===== src/pkg/fcx_pkg.sv =====
// Purpose: Constants and types for the flash command, state gate and execute-in-place control
// Assumes: Serial link sampled by CLK_SYS; command codes below are chosen values
// Notes: Operation list follows
package fcx_pkg;

   localparam logic [7:0] OP_ACTIVATE = 8'h9b;
   localparam logic [7:0] SUB_CRC = 8'h27;
   localparam logic [7:0] OPT_RANGE = 8'hfe;
   localparam logic [7:0] OP_READ = 8'h03;
   localparam logic [7:0] OP_FAST_READ = 8'h0b;
   localparam logic [7:0] OP_FAST_DUAL = 8'hbb;
   localparam logic [7:0] OP_FAST_QUAD = 8'heb;
   localparam logic [7:0] OP_READ_STATUS = 8'h05;
   localparam logic [7:0] OP_READ_FLAGS = 8'h70;
   localparam logic [7:0] OP_PROGRAM = 8'h02;
   localparam logic [7:0] OP_SECTOR_ERASE = 8'hd8;
   localparam logic [7:0] OP_SUBSECTOR_ERASE = 8'h20;
   localparam logic [7:0] OP_WRITE_STATUS = 8'h01;
   localparam logic [7:0] OP_WRITE_NVCFG = 8'hb1;
   localparam logic [7:0] OP_PROGRAM_OTP = 8'h42;
   localparam logic [7:0] OP_DIE_ERASE = 8'hc4;
   localparam logic [7:0] OP_WRITE_VCFG = 8'h81;
   localparam logic [7:0] OP_WRITE_EVCFG = 8'h61;
   localparam logic [7:0] OP_WRITE_ENABLE = 8'h06;
   localparam logic [7:0] OP_WRITE_DISABLE = 8'h04;
   localparam logic [7:0] OP_CLEAR_FLAGS = 8'h50;
   localparam logic [7:0] OP_WRITE_EXTADDR = 8'hc5;
   localparam logic [7:0] OP_WRITE_LOCK = 8'he5;
   localparam logic [7:0] OP_SUSPEND = 8'h75;
   localparam logic [7:0] OP_RESUME = 8'h7a;

   localparam logic [4:0] CRC_SEQ_LEN = 5'h13;
   localparam logic [4:0] CRC_EXP_FIRST = 5'h03;
   localparam logic [4:0] CRC_START_FIRST = 5'h0b;
   localparam logic [4:0] CRC_END_FIRST = 5'h0f;
   localparam logic [4:0] ADDR_BYTES = 5'h03;
   localparam int VCR_XIP_BIT = 3;
   localparam logic [2:0] NVCR_XIP_OFF = 3'h7;
   localparam int SECTOR_LSB = 16;
   localparam int FLAG_ADDR_BIT = 1;
   localparam int FLAG_CRC_BIT = 4;

   typedef enum logic [1:0] {
      ST_STANDBY = 2'b00,
      ST_BUSY = 2'b01,
      ST_SUSPEND_SMALL = 2'b10,
      ST_SUSPEND_ERASE = 2'b11
   } fcx_state_e;

   typedef enum logic [3:0] {
      CL_NONE = 4'b0000,
      CL_READ = 4'b0001,
      CL_READ_REG = 4'b0010,
      CL_PROGRAM = 4'b0011,
      CL_ERASE = 4'b0100,
      CL_WRITE_NV = 4'b0101,
      CL_WRITE_V = 4'b0110,
      CL_SUSPEND = 4'b0111,
      CL_RESUME = 4'b1000,
      CL_CRC = 4'b1001
   } fcx_class_e;

   typedef enum logic [1:0] {
      W_SINGLE = 2'b00,
      W_DUAL = 2'b01,
      W_QUAD = 2'b10
   } fcx_width_e;

   typedef struct packed {
      logic [63:0] expect_crc;
      logic [31:0] start_addr;
      logic [31:0] end_addr;
   } fcx_crc_req_s;

endpackage


===== src/hdl/fcx_ctrl.sv =====
// Purpose: Command decode, device state gate, range check capture and execute-in-place control
// Assumes: Serial clock, select, data lines and reset pin come from outside CLK_SYS
// Notes: Check arithmetic and array timing live outside; results return on ports
`timescale 1ns/1ps
`default_nettype none

module fcx_ctrl (
   input wire logic CLK_SYS,
   input wire logic RST_N,
   input wire logic CE,
   input wire logic SCK,
   input wire logic CS_N,
   input wire logic [3:0] DQ_IN,
   input wire logic RESET_PIN_N,
   input wire logic RESET_PIN_EN,
   input wire logic BASIC_XIP,
   input wire logic [2:0] NVCR_XIP_CFG,
   input wire fcx_pkg::fcx_width_e PROTO_WIDTH,
   input wire logic OP_DONE,
   input wire logic CRC_DONE,
   input wire logic [63:0] CRC_RESULT,
   output logic CMD_ACCEPT,
   output logic CMD_REJECT,
   output fcx_pkg::fcx_class_e CMD_CLASS,
   output logic [7:0] CMD_OPCODE,
   output logic [23:0] CMD_ADDR,
   output logic READ_UNSAFE,
   output fcx_pkg::fcx_state_e DEV_STATE,
   output logic XIP_ACTIVE,
   output logic VCR_XIP_N,
   output logic CRC_START,
   output fcx_pkg::fcx_crc_req_s CRC_REQ,
   output logic CRC_BUSY,
   output logic FLAG_ADDR_ERR,
   output logic FLAG_CRC_ERR
);

   // ****************************************************************
   // Input synchronisers
   // ****************************************************************
   logic [7:0] sync1;
   logic [7:0] sync2;
   logic sck_d;
   logic cs_d;
   logic sck_rise;
   logic cs_rise;
   logic cs_fall;
   logic [3:0] dq;
   logic cs_low;
   logic rst_pin_n;

   always_ff @(posedge CLK_SYS or negedge RST_N) begin
      if (!RST_N) begin
         sync1 <= 8'hff;
         sync2 <= 8'hff;
         sck_d <= 1'b0;
         cs_d <= 1'b1;
      end else if (CE) begin
         sync1 <= {RESET_PIN_N, DQ_IN, CS_N, SCK, 1'b1};
         sync2 <= sync1;
         sck_d <= sync2[1];
         cs_d <= sync2[2];
      end
   end

   assign dq = sync2[6:3];
   assign rst_pin_n = sync2[7];
   assign cs_low = !sync2[2];
   assign sck_rise = CE && sync2[1] && !sck_d && cs_low;
   assign cs_rise = CE && sync2[2] && !cs_d;
   assign cs_fall = CE && !sync2[2] && cs_d;

   // ****************************************************************
   // Bit and byte assembly
   // ****************************************************************
   logic [7:0] shreg;
   logic [3:0] bit_cnt;
   logic [4:0] byte_cnt;
   logic [7:0] opcode;
   logic [23:0] addr;
   logic [7:0] data0;
   logic [3:0] step;
   logic [3:0] next_bits;
   logic [7:0] next_byte;
   logic byte_done;
   logic xip_frame;
   logic fast_frame;
   logic [4:0] addr_end;
   logic dummy_pending;
   logic confirm_now;
   logic crc_ok;
   logic xip_active;
   logic vcr_xip_n;
   logic reset_fire;

   always_comb begin
      case (PROTO_WIDTH)
         fcx_pkg::W_DUAL: begin
            step = 4'h2;
            next_byte = {shreg[5:0], dq[1:0]};
         end
         fcx_pkg::W_QUAD: begin
            step = 4'h4;
            next_byte = {shreg[3:0], dq[3:0]};
         end
         default: begin
            step = 4'h1;
            next_byte = {shreg[6:0], dq[0]};
         end
      endcase
      next_bits = bit_cnt + step;
      byte_done = sck_rise && !dummy_pending && (next_bits == 4'h8);
   end

   // Address-only frames while in execute-in-place
   assign addr_end = xip_frame ? fcx_pkg::ADDR_BYTES : fcx_pkg::ADDR_BYTES + 5'h01;
   assign fast_frame = xip_frame || (opcode == fcx_pkg::OP_FAST_READ)
      || (opcode == fcx_pkg::OP_FAST_DUAL) || (opcode == fcx_pkg::OP_FAST_QUAD);
   // First dummy clock takes line 0 only; the upper lines are not looked at
   assign confirm_now = sck_rise && dummy_pending;

   always_ff @(posedge CLK_SYS or negedge RST_N) begin
      if (!RST_N) begin
         shreg <= 8'h00;
         bit_cnt <= 4'h0;
         byte_cnt <= 5'h00;
         xip_frame <= 1'b0;
      end else if (CE) begin
         if (cs_fall) begin
            bit_cnt <= 4'h0;
            byte_cnt <= 5'h00;
            xip_frame <= xip_active;
         end else if (sck_rise && !dummy_pending) begin
            shreg <= next_byte;
            if (byte_done) begin
               bit_cnt <= 4'h0;
               if (byte_cnt != 5'h1f) begin
                  byte_cnt <= byte_cnt + 5'h01;
               end
            end else begin
               bit_cnt <= next_bits;
            end
         end
      end
   end

   // Opcode, address and first data byte capture
   always_ff @(posedge CLK_SYS or negedge RST_N) begin
      if (!RST_N) begin
         opcode <= 8'h00;
         addr <= 24'h000000;
         data0 <= 8'h00;
      end else if (CE) begin
         if (cs_fall) begin
            opcode <= xip_active ? fcx_pkg::OP_FAST_READ : 8'h00;
         end else if (byte_done) begin
            if (byte_cnt == 5'h00 && !xip_frame) begin
               opcode <= next_byte;
            end else if (byte_cnt < addr_end) begin
               addr <= {addr[15:0], next_byte};
            end
            if (byte_cnt == 5'h01) begin
               data0 <= next_byte;
            end
         end
      end
   end

   always_ff @(posedge CLK_SYS or negedge RST_N) begin
      if (!RST_N) begin
         dummy_pending <= 1'b0;
      end else if (CE) begin
         if (cs_fall || cs_rise) begin
            dummy_pending <= 1'b0;
         end else if (byte_done && fast_frame && (byte_cnt + 5'h01 == addr_end)) begin
            dummy_pending <= 1'b1;
         end else if (confirm_now) begin
            dummy_pending <= 1'b0;
         end
      end
   end

   // ****************************************************************
   // Range check sequence
   // ****************************************************************
   fcx_pkg::fcx_crc_req_s req;
   logic [5:0] exp_lsb;
   logic [4:0] start_lsb;
   logic [4:0] end_lsb;
   logic crc_busy;

   assign exp_lsb = {byte_cnt[2:0] - fcx_pkg::CRC_EXP_FIRST[2:0], 3'b000};
   assign start_lsb = {byte_cnt[1:0] - fcx_pkg::CRC_START_FIRST[1:0], 3'b000};
   assign end_lsb = {byte_cnt[1:0] - fcx_pkg::CRC_END_FIRST[1:0], 3'b000};

   always_ff @(posedge CLK_SYS or negedge RST_N) begin
      if (!RST_N) begin
         crc_ok <= 1'b0;
         req <= '0;
      end else if (CE) begin
         if (cs_fall) begin
            crc_ok <= 1'b1;
         end else if (byte_done && !xip_frame) begin
            case (byte_cnt)
               5'h00: if (next_byte != fcx_pkg::OP_ACTIVATE) crc_ok <= 1'b0;
               5'h01: if (next_byte != fcx_pkg::SUB_CRC) crc_ok <= 1'b0;
               5'h02: if (next_byte != fcx_pkg::OPT_RANGE) crc_ok <= 1'b0;
               default: begin
                  if (byte_cnt < fcx_pkg::CRC_START_FIRST) begin
                     req.expect_crc[exp_lsb +: 8] <= next_byte;
                  end else if (byte_cnt < fcx_pkg::CRC_END_FIRST) begin
                     req.start_addr[start_lsb +: 8] <= next_byte;
                  end else if (byte_cnt < fcx_pkg::CRC_SEQ_LEN) begin
                     req.end_addr[end_lsb +: 8] <= next_byte;
                  end
               end
            endcase
         end
      end
   end

   // ****************************************************************
   // Command classification and state gate
   // ****************************************************************
   fcx_pkg::fcx_class_e cls;
   fcx_pkg::fcx_state_e state;
   logic [7:0] susp_sector;
   logic busy_is_erase;
   logic allow;
   logic in_susp_sector;
   logic frame_end;
   logic decide;

   always_comb begin
      case (opcode)
         fcx_pkg::OP_READ, fcx_pkg::OP_FAST_READ, fcx_pkg::OP_FAST_DUAL,
         fcx_pkg::OP_FAST_QUAD: cls = fcx_pkg::CL_READ;
         fcx_pkg::OP_READ_STATUS, fcx_pkg::OP_READ_FLAGS: cls = fcx_pkg::CL_READ_REG;
         fcx_pkg::OP_PROGRAM: cls = fcx_pkg::CL_PROGRAM;
         fcx_pkg::OP_SECTOR_ERASE, fcx_pkg::OP_SUBSECTOR_ERASE: cls = fcx_pkg::CL_ERASE;
         fcx_pkg::OP_WRITE_STATUS, fcx_pkg::OP_WRITE_NVCFG, fcx_pkg::OP_DIE_ERASE:
            cls = fcx_pkg::CL_WRITE_NV;
         fcx_pkg::OP_PROGRAM_OTP: cls = fcx_pkg::CL_WRITE_NV;
         fcx_pkg::OP_WRITE_VCFG, fcx_pkg::OP_WRITE_EVCFG, fcx_pkg::OP_WRITE_ENABLE,
         fcx_pkg::OP_WRITE_DISABLE, fcx_pkg::OP_CLEAR_FLAGS, fcx_pkg::OP_WRITE_EXTADDR,
         fcx_pkg::OP_WRITE_LOCK: cls = fcx_pkg::CL_WRITE_V;
         fcx_pkg::OP_SUSPEND: cls = fcx_pkg::CL_SUSPEND;
         fcx_pkg::OP_RESUME: cls = fcx_pkg::CL_RESUME;
         fcx_pkg::OP_ACTIVATE: cls = fcx_pkg::CL_CRC;
         default: cls = fcx_pkg::CL_NONE;
      endcase
   end

   assign in_susp_sector = (addr[23:fcx_pkg::SECTOR_LSB] == susp_sector);
   assign frame_end = cs_rise && (byte_cnt != 5'h00);
   assign decide = frame_end && !xip_frame;

   always_comb begin
      case (cls)
         fcx_pkg::CL_READ: allow = (state != fcx_pkg::ST_BUSY);
         fcx_pkg::CL_READ_REG: allow = 1'b1;
         fcx_pkg::CL_PROGRAM: allow = (state == fcx_pkg::ST_STANDBY)
            || (state == fcx_pkg::ST_SUSPEND_ERASE && !in_susp_sector);
         fcx_pkg::CL_ERASE: allow = (state == fcx_pkg::ST_STANDBY);
         fcx_pkg::CL_WRITE_NV: allow = (state == fcx_pkg::ST_STANDBY);
         fcx_pkg::CL_WRITE_V: allow = (state != fcx_pkg::ST_BUSY);
         fcx_pkg::CL_SUSPEND: allow = (state == fcx_pkg::ST_BUSY);
         fcx_pkg::CL_RESUME: allow = (state == fcx_pkg::ST_SUSPEND_SMALL)
            || (state == fcx_pkg::ST_SUSPEND_ERASE);
         fcx_pkg::CL_CRC: allow = crc_ok && (byte_cnt == fcx_pkg::CRC_SEQ_LEN) && !crc_busy;
         default: allow = 1'b0;
      endcase
   end

   // One state register holds the single device state; permissions above use it device-wide, with a sector match only for program in erase suspend
   always_ff @(posedge CLK_SYS or negedge RST_N) begin
      if (!RST_N) begin
         state <= fcx_pkg::ST_STANDBY;
         busy_is_erase <= 1'b0;
         susp_sector <= 8'h00;
      end else if (CE) begin
         case (state)
            fcx_pkg::ST_STANDBY: begin
               if (decide && allow && (cls == fcx_pkg::CL_PROGRAM || cls == fcx_pkg::CL_ERASE
                  || cls == fcx_pkg::CL_WRITE_NV)) begin
                  state <= fcx_pkg::ST_BUSY;
                  busy_is_erase <= (opcode == fcx_pkg::OP_SECTOR_ERASE);
                  susp_sector <= addr[23:fcx_pkg::SECTOR_LSB];
               end
            end
            fcx_pkg::ST_BUSY: begin
               if (OP_DONE) begin
                  state <= fcx_pkg::ST_STANDBY;
               end else if (decide && allow && cls == fcx_pkg::CL_SUSPEND) begin
                  state <= busy_is_erase ? fcx_pkg::ST_SUSPEND_ERASE
                     : fcx_pkg::ST_SUSPEND_SMALL;
               end
            end
            default: begin
               if (decide && allow && cls == fcx_pkg::CL_RESUME) begin
                  state <= fcx_pkg::ST_BUSY;
               end
            end
         endcase
      end
   end

   // Decision pulses and captured command details
   always_ff @(posedge CLK_SYS or negedge RST_N) begin
      if (!RST_N) begin
         CMD_ACCEPT <= 1'b0;
         CMD_REJECT <= 1'b0;
         CMD_CLASS <= fcx_pkg::CL_NONE;
         CMD_OPCODE <= 8'h00;
         CMD_ADDR <= 24'h000000;
         READ_UNSAFE <= 1'b0;
      end else if (CE) begin
         CMD_ACCEPT <= frame_end && (xip_frame ? (state != fcx_pkg::ST_BUSY) : allow);
         CMD_REJECT <= frame_end && (xip_frame ? (state == fcx_pkg::ST_BUSY) : !allow);
         if (frame_end) begin
            CMD_CLASS <= xip_frame ? fcx_pkg::CL_READ : cls;
            CMD_OPCODE <= opcode;
            CMD_ADDR <= addr;
            READ_UNSAFE <= (xip_frame || cls == fcx_pkg::CL_READ)
               && state == fcx_pkg::ST_SUSPEND_ERASE && in_susp_sector;
         end
      end
   end

   // ****************************************************************
   // Range check launch and flags
   // ****************************************************************
   logic clear_flags;
   logic start_now;
   logic order_bad;

   assign order_bad = req.end_addr < req.start_addr;
   assign start_now = decide && allow && cls == fcx_pkg::CL_CRC;
   assign clear_flags = decide && allow && opcode == fcx_pkg::OP_CLEAR_FLAGS;

   always_ff @(posedge CLK_SYS or negedge RST_N) begin
      if (!RST_N) begin
         CRC_START <= 1'b0;
         CRC_REQ <= '0;
         crc_busy <= 1'b0;
      end else if (CE) begin
         CRC_START <= start_now && !order_bad;
         if (start_now && !order_bad) begin
            CRC_REQ <= req;
            crc_busy <= 1'b1;
         end else if (CRC_DONE || reset_fire) begin
            crc_busy <= 1'b0;
         end
      end
   end

   // Hardware set wins over the flag-clear command in the same cycle
   always_ff @(posedge CLK_SYS or negedge RST_N) begin
      if (!RST_N) begin
         FLAG_ADDR_ERR <= 1'b0;
         FLAG_CRC_ERR <= 1'b0;
      end else if (CE) begin
         if (start_now && order_bad) begin
            FLAG_ADDR_ERR <= 1'b1;
         end else if (clear_flags) begin
            FLAG_ADDR_ERR <= 1'b0;
         end
         if (crc_busy && CRC_DONE && CRC_RESULT != CRC_REQ.expect_crc) begin
            FLAG_CRC_ERR <= 1'b1;
         end else if (clear_flags) begin
            FLAG_CRC_ERR <= 1'b0;
         end
      end
   end

   // ****************************************************************
   // Execute-in-place control
   // ****************************************************************
   logic boot_pending;
   logic quad;

   assign quad = (PROTO_WIDTH == fcx_pkg::W_QUAD);
   // Reset pulse acts at once, except in quad width where it waits for deselect
   assign reset_fire = CE && RESET_PIN_EN && !rst_pin_n && !(quad && cs_low);

   always_ff @(posedge CLK_SYS or negedge RST_N) begin
      if (!RST_N) begin
         xip_active <= 1'b0;
         vcr_xip_n <= 1'b1;
         boot_pending <= 1'b1;
      end else if (CE) begin
         if (boot_pending || reset_fire) begin
            boot_pending <= 1'b0;
            xip_active <= (NVCR_XIP_CFG != fcx_pkg::NVCR_XIP_OFF);
            vcr_xip_n <= 1'b1;
         end else if (confirm_now) begin
            if (dq[0]) begin
               xip_active <= 1'b0;
               vcr_xip_n <= 1'b1;
            end else if (xip_active || !vcr_xip_n || BASIC_XIP) begin
               xip_active <= 1'b1;
            end
         end else if (decide && allow && opcode == fcx_pkg::OP_WRITE_VCFG
            && byte_cnt > 5'h01) begin
            vcr_xip_n <= data0[fcx_pkg::VCR_XIP_BIT];
         end
      end
   end

   assign DEV_STATE = state;
   assign XIP_ACTIVE = xip_active;
   assign VCR_XIP_N = vcr_xip_n;
   assign CRC_BUSY = crc_busy;

endmodule

`default_nettype wire


===== config.mk =====
export PLATFORM = sky130hd
export DESIGN_NAME = fcx_ctrl
export DESIGN_NICKNAME = d
export VERILOG_FILES = /design/src/pkg/fcx_pkg.sv /design/src/hdl/fcx_ctrl.sv
export SDC_FILE = /design/constraint.sdc
export NUM_CORES = 1
export LEC_CHECK = 0
export ABC_CLOCK_PERIOD_IN_PS = 4900
export BUFFER_PORTS_ARGS = -buffer_cell sky130_fd_sc_hd__buf_2
export CAP_MARGIN = 25
export CORE_MARGIN = 1
export CORE_UTILIZATION = 60
export DETAILED_ROUTE_END_ITERATION = 10
export GPL_ROUTABILITY_DRIVEN = 0
export PLACE_DENSITY_LB_ADDON = 0.12
export REMOVE_ABC_BUFFERS = 1
export SETUP_SLACK_MARGIN = 0.1
export SYNTH_ARGS = -nofsm -noshare
export SYNTH_HDL_FRONTEND = slang
export SYNTH_SLANG_ARGS = --single-unit

===== constraint.sdc =====
create_clock -name CLK_SYS -period 4.9 [get_ports CLK_SYS]
set_input_delay 0.735 -clock CLK_SYS [delete_from_list [all_inputs] [get_ports CLK_SYS]]
set_output_delay 0.735 -clock CLK_SYS [all_outputs]
set_load 0.01 [all_outputs]

# Word level (Yosys, flattened, before mapping)
# Cells that the tools add are included.
[totals] ff_bits=384 inputBits=83 out_inout_bits=175 word_cells=273
[classes] add_sub_neg=6 order_cmp=6 n_eq_ne=56 shift=4 mux=50 n_bitwise=5 n_reduce_logical=111
[ops] cell="$eq 8x8->1 const B" n=9
[ops] cell="$bwmux 32" n=2
[ops] cell="$bwmux 64" n=1
[ops] cell="$ne 64x64->1" n=1
[ops] cell="$shift 8x8->64 const A" n=1
[ops] cell="$shiftx 8x8->64" n=1
[ops] cell="$eq 8x7->1 const B" n=6
[ops] cell="$logic_and 1x1->1" n=39
[ops] cell="$pmux 4 s9" n=1
[ops] cell="$lt 32x32->1" n=1
[ops] cell="$shift 8x7->32 const A" n=1
[ops] cell="$shiftx 8x7->32" n=1
[ops] cell="$eq 8x3->1 const B" n=3
[ops] cell="$mux 1" n=24
[ops] cell="$mux 8" n=3
[ops] cell="$mux 4" n=5
[ops] cell="$mux 5" n=4
[ops] cell="$reduce_and 2->1" n=9
[ops] cell="$reduce_bool 2->1" n=9
[ops] cell="$eq 4x3->1 const B" n=4
[ops] cell="$eq 8x2->1 const B" n=2
[ops] cell="$ne 8x8->1 const B" n=2
[ops] cell="$pmux 8 s2" n=1
[ops] cell="$reduce_and 3->1" n=5
[ops] cell="other kinds (50)" n=103

# Logic depth before layout (Yosys ltp)
[logic_depth] depth_word=12 depth_mapped=13 mapped_depth_nobuf=12

# Worst setup path before layout
# Ideal clock, no wire load.
[synth_path] path_kind="input -> register" start="in PROTO_WIDTH[1]" end="reg addr[10]" setup_time_ps=125 t_arrival_ps=3257 required_ps=4775 slack_ps=1519 stages=11 n_path_buf=2 path_cell_list="inv_1 ha_1 clkbuf_1 inv_1 fa_1 xor2_1 and3b_1 nand3_1 nor2_1 clkbuf_1 mux2_2"
[synth_between] elab_chain_len=6 word_cells_on_any_way=7 classes_between="1 x add/sub; 3 x eq/ne; 1 x mux; 2 x reduce/logical"
[synth_lines] element="start: declaration" line="fcx_ctrl.sv:18" rtl="input wire fcx_pkg::fcx_width_e PROTO_WIDTH,"
[synth_lines] element="$eq 2x2->1 / $eq 2x1->1 (equally long branches)" line="fcx_ctrl.sv:97" rtl="case (PROTO_WIDTH)"
[synth_lines] element="$pmux 3 s2 (*)" line="fcx_ctrl.sv:97"
[synth_lines] element="$add 4x4->4 (*)" line="fcx_ctrl.sv:111" rtl="next_bits = bit_cnt + step;"
[synth_lines] element="$eq 4x4->1 (*)" line="fcx_ctrl.sv:112" rtl="byte_done = sck_rise && !dummy_pending && (next_bits == 4'h8);"
[synth_lines] element="$logic_and 1x1->1 (*)" line="fcx_ctrl.sv:112"
[synth_lines] element="$reduce_and 5->1 (no source line) (*)"
[synth_lines] element="end signal: assignment" line="fcx_ctrl.sv:160" rtl="addr <= {addr[15:0], next_byte};"
[synth_lines] element="end: declaration" line="fcx_ctrl.sv:80" rtl="logic [23:0] addr;"
# Every way passes the cells marked *; elsewhere a longest branch is shown, timed or not.
# A chain may end at the register's enable or synchronous reset.

# Worst setup path after layout
[layout_path] start="reg opcode[2]" end="reg CRC_REQ[34] (netlist bit)"
[layout_between] elab_chain_len=10 word_cells_on_any_way=45 classes_between="32 x eq/ne; 2 x mux; 11 x reduce/logical"
[layout_lines] element="start: declaration" line="fcx_ctrl.sv:79" rtl="logic [7:0] opcode;"
[layout_lines] element="start signal: assignment" line="fcx_ctrl.sv:155" rtl="opcode <= xip_active ? fcx_pkg::OP_FAST_READ : 8'h00;"
[layout_lines] element="start signal: assignment" line="fcx_ctrl.sv:158" rtl="opcode <= next_byte;"
[layout_lines] element="$eq 8x7->1 (tied with other cells)" line="fcx_ctrl.sv:235" rtl="case (opcode)"
[layout_lines] element="$reduce_or 7->1 (tied with other cells)" line="fcx_ctrl.sv:235"
[layout_lines] element="$pmux 4 s9 (*)" line="fcx_ctrl.sv:235"
[layout_lines] element="$eq 4x1->1 / $eq 4x3->1 (equally long branches)" line="fcx_ctrl.sv:259" rtl="case (cls)"
[layout_lines] element="$reduce_or 2->1 (no source line)"
[layout_lines] element="$pmux 1 s7" line="fcx_ctrl.sv:259"
[layout_lines] element="$logic_and 1x1->1" line="fcx_ctrl.sv:338" rtl="assign start_now = decide && allow && cls == fcx_pkg::CL_CRC;"
[layout_lines] element="$logic_and 1x1->1 (*)" line="fcx_ctrl.sv:338"
[layout_lines] element="$logic_and 1x1->1 (*)" line="fcx_ctrl.sv:348" rtl="if (start_now && !order_bad) begin"
[layout_lines] element="$reduce_and 2->1 (no source line) (*)"
[layout_lines] element="end signal: assignment" line="fcx_ctrl.sv:349" rtl="CRC_REQ <= req;"
[layout_lines] element="end: declaration" line="fcx_ctrl.sv:32" rtl="output fcx_pkg::fcx_crc_req_s CRC_REQ,"
# Marked as above.

==> summary.md <==
| Metric | Value |
|---|---|
| CTS max path bufs | `3` |
| Clock root buffer | `clkbuf_16` |
| Drt via density | `around 5.8` |
| Wire per inst | `19.85 microns` |
| Slew Limit Headroom | `0.3627` |
| Starting DRC count in detailed routing | `between 800 and 900` |
| Initial antenna violation count | `1` |
| Post-DRT Antenna Nets | `0` |
| H-tree Lvls | `2` |
| Overall routing resource usage | `0.2862` |
| Sequential area share after synthesis | `0.5330` |
| Fillcell total | `between 2,000 and 2,500` |
| Syn. warnings | `0` |
| CP startpoint kind | `register` |
| Final hold vios | `0` |
| IO Port Bufs | `257` |
| Unrepaired setup endpoints after global routing | `no` |
| Sequential share of power | `0.463` |
| Clock slew at reported path FFs | `about 60 ps` |
| Drt pass-1 iters | `5` |
| Arrival time worst endpoint | `4350 ps` |
| Post-synth cell types | `68` |
| TritonCTS clock tree | `built` |
| ANT cells | `0` |
| CP top delay family | `compound AO/OA/AOI/OAI gates` |
| Die width | `174.9 microns` |
| Max-cap violations | `0` |
| Leakage | `10.94 nW` |
| Sw power | `1.980 mW` |
| Final routed DRC violation total | `0` |
| Setup crit end kind | `register` |
| Sw Share | `0.2662` |
| P_int | `5.456 mW` |
| Area delta synth->final | `16.57%` |
| Setup tns final | `0 ps` |
| Initial Util | `0.6179` |
| HP Class | `in -> async` |
| Max VDD drop | `0.0002269 V` |
| Die height | `174.9 microns` |
| Final hold slack | `about 250 ps` |
| CTS Sinks | `381` |
| Top Ports | `258` |
| CP bufs+invs | `1` |
| Max Slew Vio Count | `0` |
| DR vias | `12,380` |
| Clock latency on the worst-skew pair | `530 ps` |
| Post-synth EDFFs | `0` |
| Largest net degree at the start of global routing | `between 100 and 150` |
| Tcrit/Tclk final | `0.8049` |
| Hold-fix buffers, CTS | `0` |
| Crit. Startpoint | `opcode[2]$_DFFE_PN0P_` |
| Detailed placement HPWL | `29,060 microns` |
| Status | `finished clean` |
| F_max | `253.5 MHz` |
| Worst Skew | `20.73 ps` |
| Core Area | `29,010 sq um` |
| Global-route wire length before repair | `approximately 69,000 microns` |
| Synthesized cell area | `~18,000 sq um` |
| Tmin final | `3944 ps` |
| Share of layout cells above drive strength 1 | `0.3305` |
| Num rows | `62` |
| Required @ worst endpoint | `about 5300 ps` |
| Synth async-reset ratio | `1.000` |
| Ys flop type | `dfrtp_1` |
| Drt total wl | `42,690 microns` |
| Setup bufs post-CTS | `0` |
| Final setup violation count | `0` |
| PostCTS Resize Cnt | `0` |
| PwrDens | `355.8 nW/um^2` |
| Slowest stage delay, CP | `around 600 ps` |
| Post-Synthesis Cells | `1,497` |
| Area of the die | `30,570 sq um` |
| Gr ovfl total | `0` |
| Slowest cell on the critical path | `dfrtp_1` |
| CP max FO | `118` |
| Synth Register Bits | `381` |
| Slew @ Worst Pin | `956.0 ps` |
| Critical path cell sequence | `or3b_4 -> a2111oi_4 -> a22oi_1 -> o211ai_1 -> a21boi_1 -> o21ai_2 -> or4_4 -> buf_12 -> mux2_1` |
| Reg-to-Reg Start | `opcode[2]$_DFFE_PN0P_` |
| Synthesized area per cell | `around 12 sq um` |
| Clock network fraction of total power | `0.422` |
| Vias in the first global route | `approximately 12,000` |
| Logic pwr share | `0.116` |
| CTS buffer count | `40` |
| Crit Path Category | `reg -> reg` |
| Layout Nets | `between 1,500 and 2,000` |
placed cells by master (no fill, tap or decap), types with 7 or more instances in the layout:
cell type,n
dfrtp_1,364
buf_2,256
nand2_1,193
mux2_2,111
mux2_4,98
nor2_1,75
xnor2_1,67
inv_1,54
o31ai_1,50
ha_1,47
o21ai_0,43
clkbuf_16,41
mux2_1,38
nand4_1,28
a21oi_1,27
nand3_1,22
nor3_1,20
dfstp_2,17
buf_4,17
xor2_1,13
nor4_1,13
a21o_1,12
a22oi_1,10
mux2i_1,10
clkbuf_1,9
nor2b_1,7
final timing paths:
kind                                            end  slack (ps)  depth (start not counted)
setup reg to reg            CRC_REQ[34]$_DFFE_PN0P_         960                          9
hold / removal              CRC_REQ[36]$_DFFE_PN0P_         250                          1
max in group asynchronous  CMD_ADDR[21]$_DFFE_PN0P_        3560                          2
hold reg to reg            CMD_ADDR[10]$_DFFE_PN0P_         470                          2
min in group CLK_SYS       DEV_STATE[1]$_DFFE_PN0P_         440                          2
setup / recovery            CRC_REQ[34]$_DFFE_PN0P_         960                          9
flip-flops by register name, indices dropped and copies added (netlist names), 2 cells and up:
register / count
sync1: 7
CMD_CLASS: 4
CMD_OPCODE: 8
CRC_REQ: 128
shreg: 7
DEV_STATE: 2
addr: 24
CMD_ADDR: 24
susp_sector: 8
byte_cnt: 5
sync2: 7
req: 128
opcode: 8
bit_cnt: 4
cells in the mapped netlist (all sizes together), types with 7 or more instances:
| master | number | area, sq um |
|---|---|---|
| dfstp | 17 | 446.7 |
| nand2 | 193 | 724.4 |
| dfrtp | 364 | 9109 |
| nor2 | 76 | 285.3 |
| mux2i | 10 | 100.1 |
| nand3 | 22 | 110.1 |
| o31ai | 50 | 375.4 |
| clkbuf | 51 | 191.4 |
| nor2b | 7 | 43.79 |
| nor4 | 15 | 115.1 |
| mux2 | 247 | 3149 |
| nand4 | 29 | 187.7 |
| nor3 | 22 | 115.1 |
| a21o | 12 | 90.09 |
| o21ai | 46 | 234.0 |
| xor2 | 13 | 113.9 |
| xnor2 | 67 | 586.8 |
| inv | 54 | 202.7 |
| a22oi | 10 | 75.07 |
| ha | 47 | 588.1 |
| a21oi | 32 | 160.2 |
| buf | 27 | 200.2 |
cells by family (layout without fill, tap and decap cells):
family / after synthesis / count (layout) / share of synthesized area
AND/OR/NAND/NOR: 410 / 410 / 0.1087
flip-flops: 381 / 381 / 0.5330
multiplexers: 257 / 257 / 0.1813
AO/OA/AOI/OAI: 186 / 186 / 0.07022
buffers and inverters: 135 / 405 / 0.03378
XOR/XNOR: 80 / 80 / 0.03909
adder cells (fa/ha/maj): 48 / 48 / 0.03392
stage by stage:
stage	std cells	setup WS (ps)	area [sq um]	utilization	power, mW
2_1_floorplan	1419	-2109	17530	-	3.931
3_3_place_gp	2080	976.4	19530	0.6731	4.317
3_5_place_dp	2080	889.6	19530	0.6731	4.342
4_1_cts	2151	1017	20900	0.7202	7.471
5_1_grt	2151	744.4	20900	0.7202	7.709
6_report	2151	955.8	20900	0.7202	7.436
cell type report:
| cell class | count | area [sq um] | share of cell area |
|---|---|---|---|
| clock buffer | 56 | 1142 | 0.05467 |
| clock inverter | 15 | 225.2 | 0.01078 |
| multi-input combinational | 981 | 7795 | 0.3730 |
| timing repair buffer | 277 | 1484 | 0.07101 |
| tap | 384 | 480.5 | 0.02299 |
| inverter | 57 | 214.0 | 0.01024 |
| sequential | 381 | 9555 | 0.4573 |
worst reg2reg max path, stage by stage (launching register included):
cell and delay, ps:
dfrtp_1 600, or3b_4 500, a2111oi_4 350, a22oi_1 140, o211ai_1 180, a21boi_1 130
o21ai_2 390, or4_4 370, buf_12 550, mux2_1 600
routing by layer:
metal / vias to the layer above / part of all wire / GRT usage
met3: 93 / 0.055 / 0.04678
met5: - / 0.00023 / 0
met4: 2 / 0.031 / 0.1025
met2: 372 / 0.47 / 0.4494
li1: 5729 / - / -
met1: 6182 / 0.44 / 0.4045
power by group through the flow:
| stage | combinational, mW | clock (mW) | sequential (mW) |
|---|---|---|---|
| 2_1_floorplan | 0.501 | 0 | 3.43 |
| 3_3_place_gp | 0.833 | 0 | 3.48 |
| 3_5_place_dp | 0.851 | 0 | 3.49 |
| 4_1_cts | 0.857 | 3.18 | 3.43 |
| 5_1_grt | 0.944 | 3.31 | 3.45 |
| 6_report | 0.859 | 3.14 | 3.44 |
(Power assumes the default switching activity.)
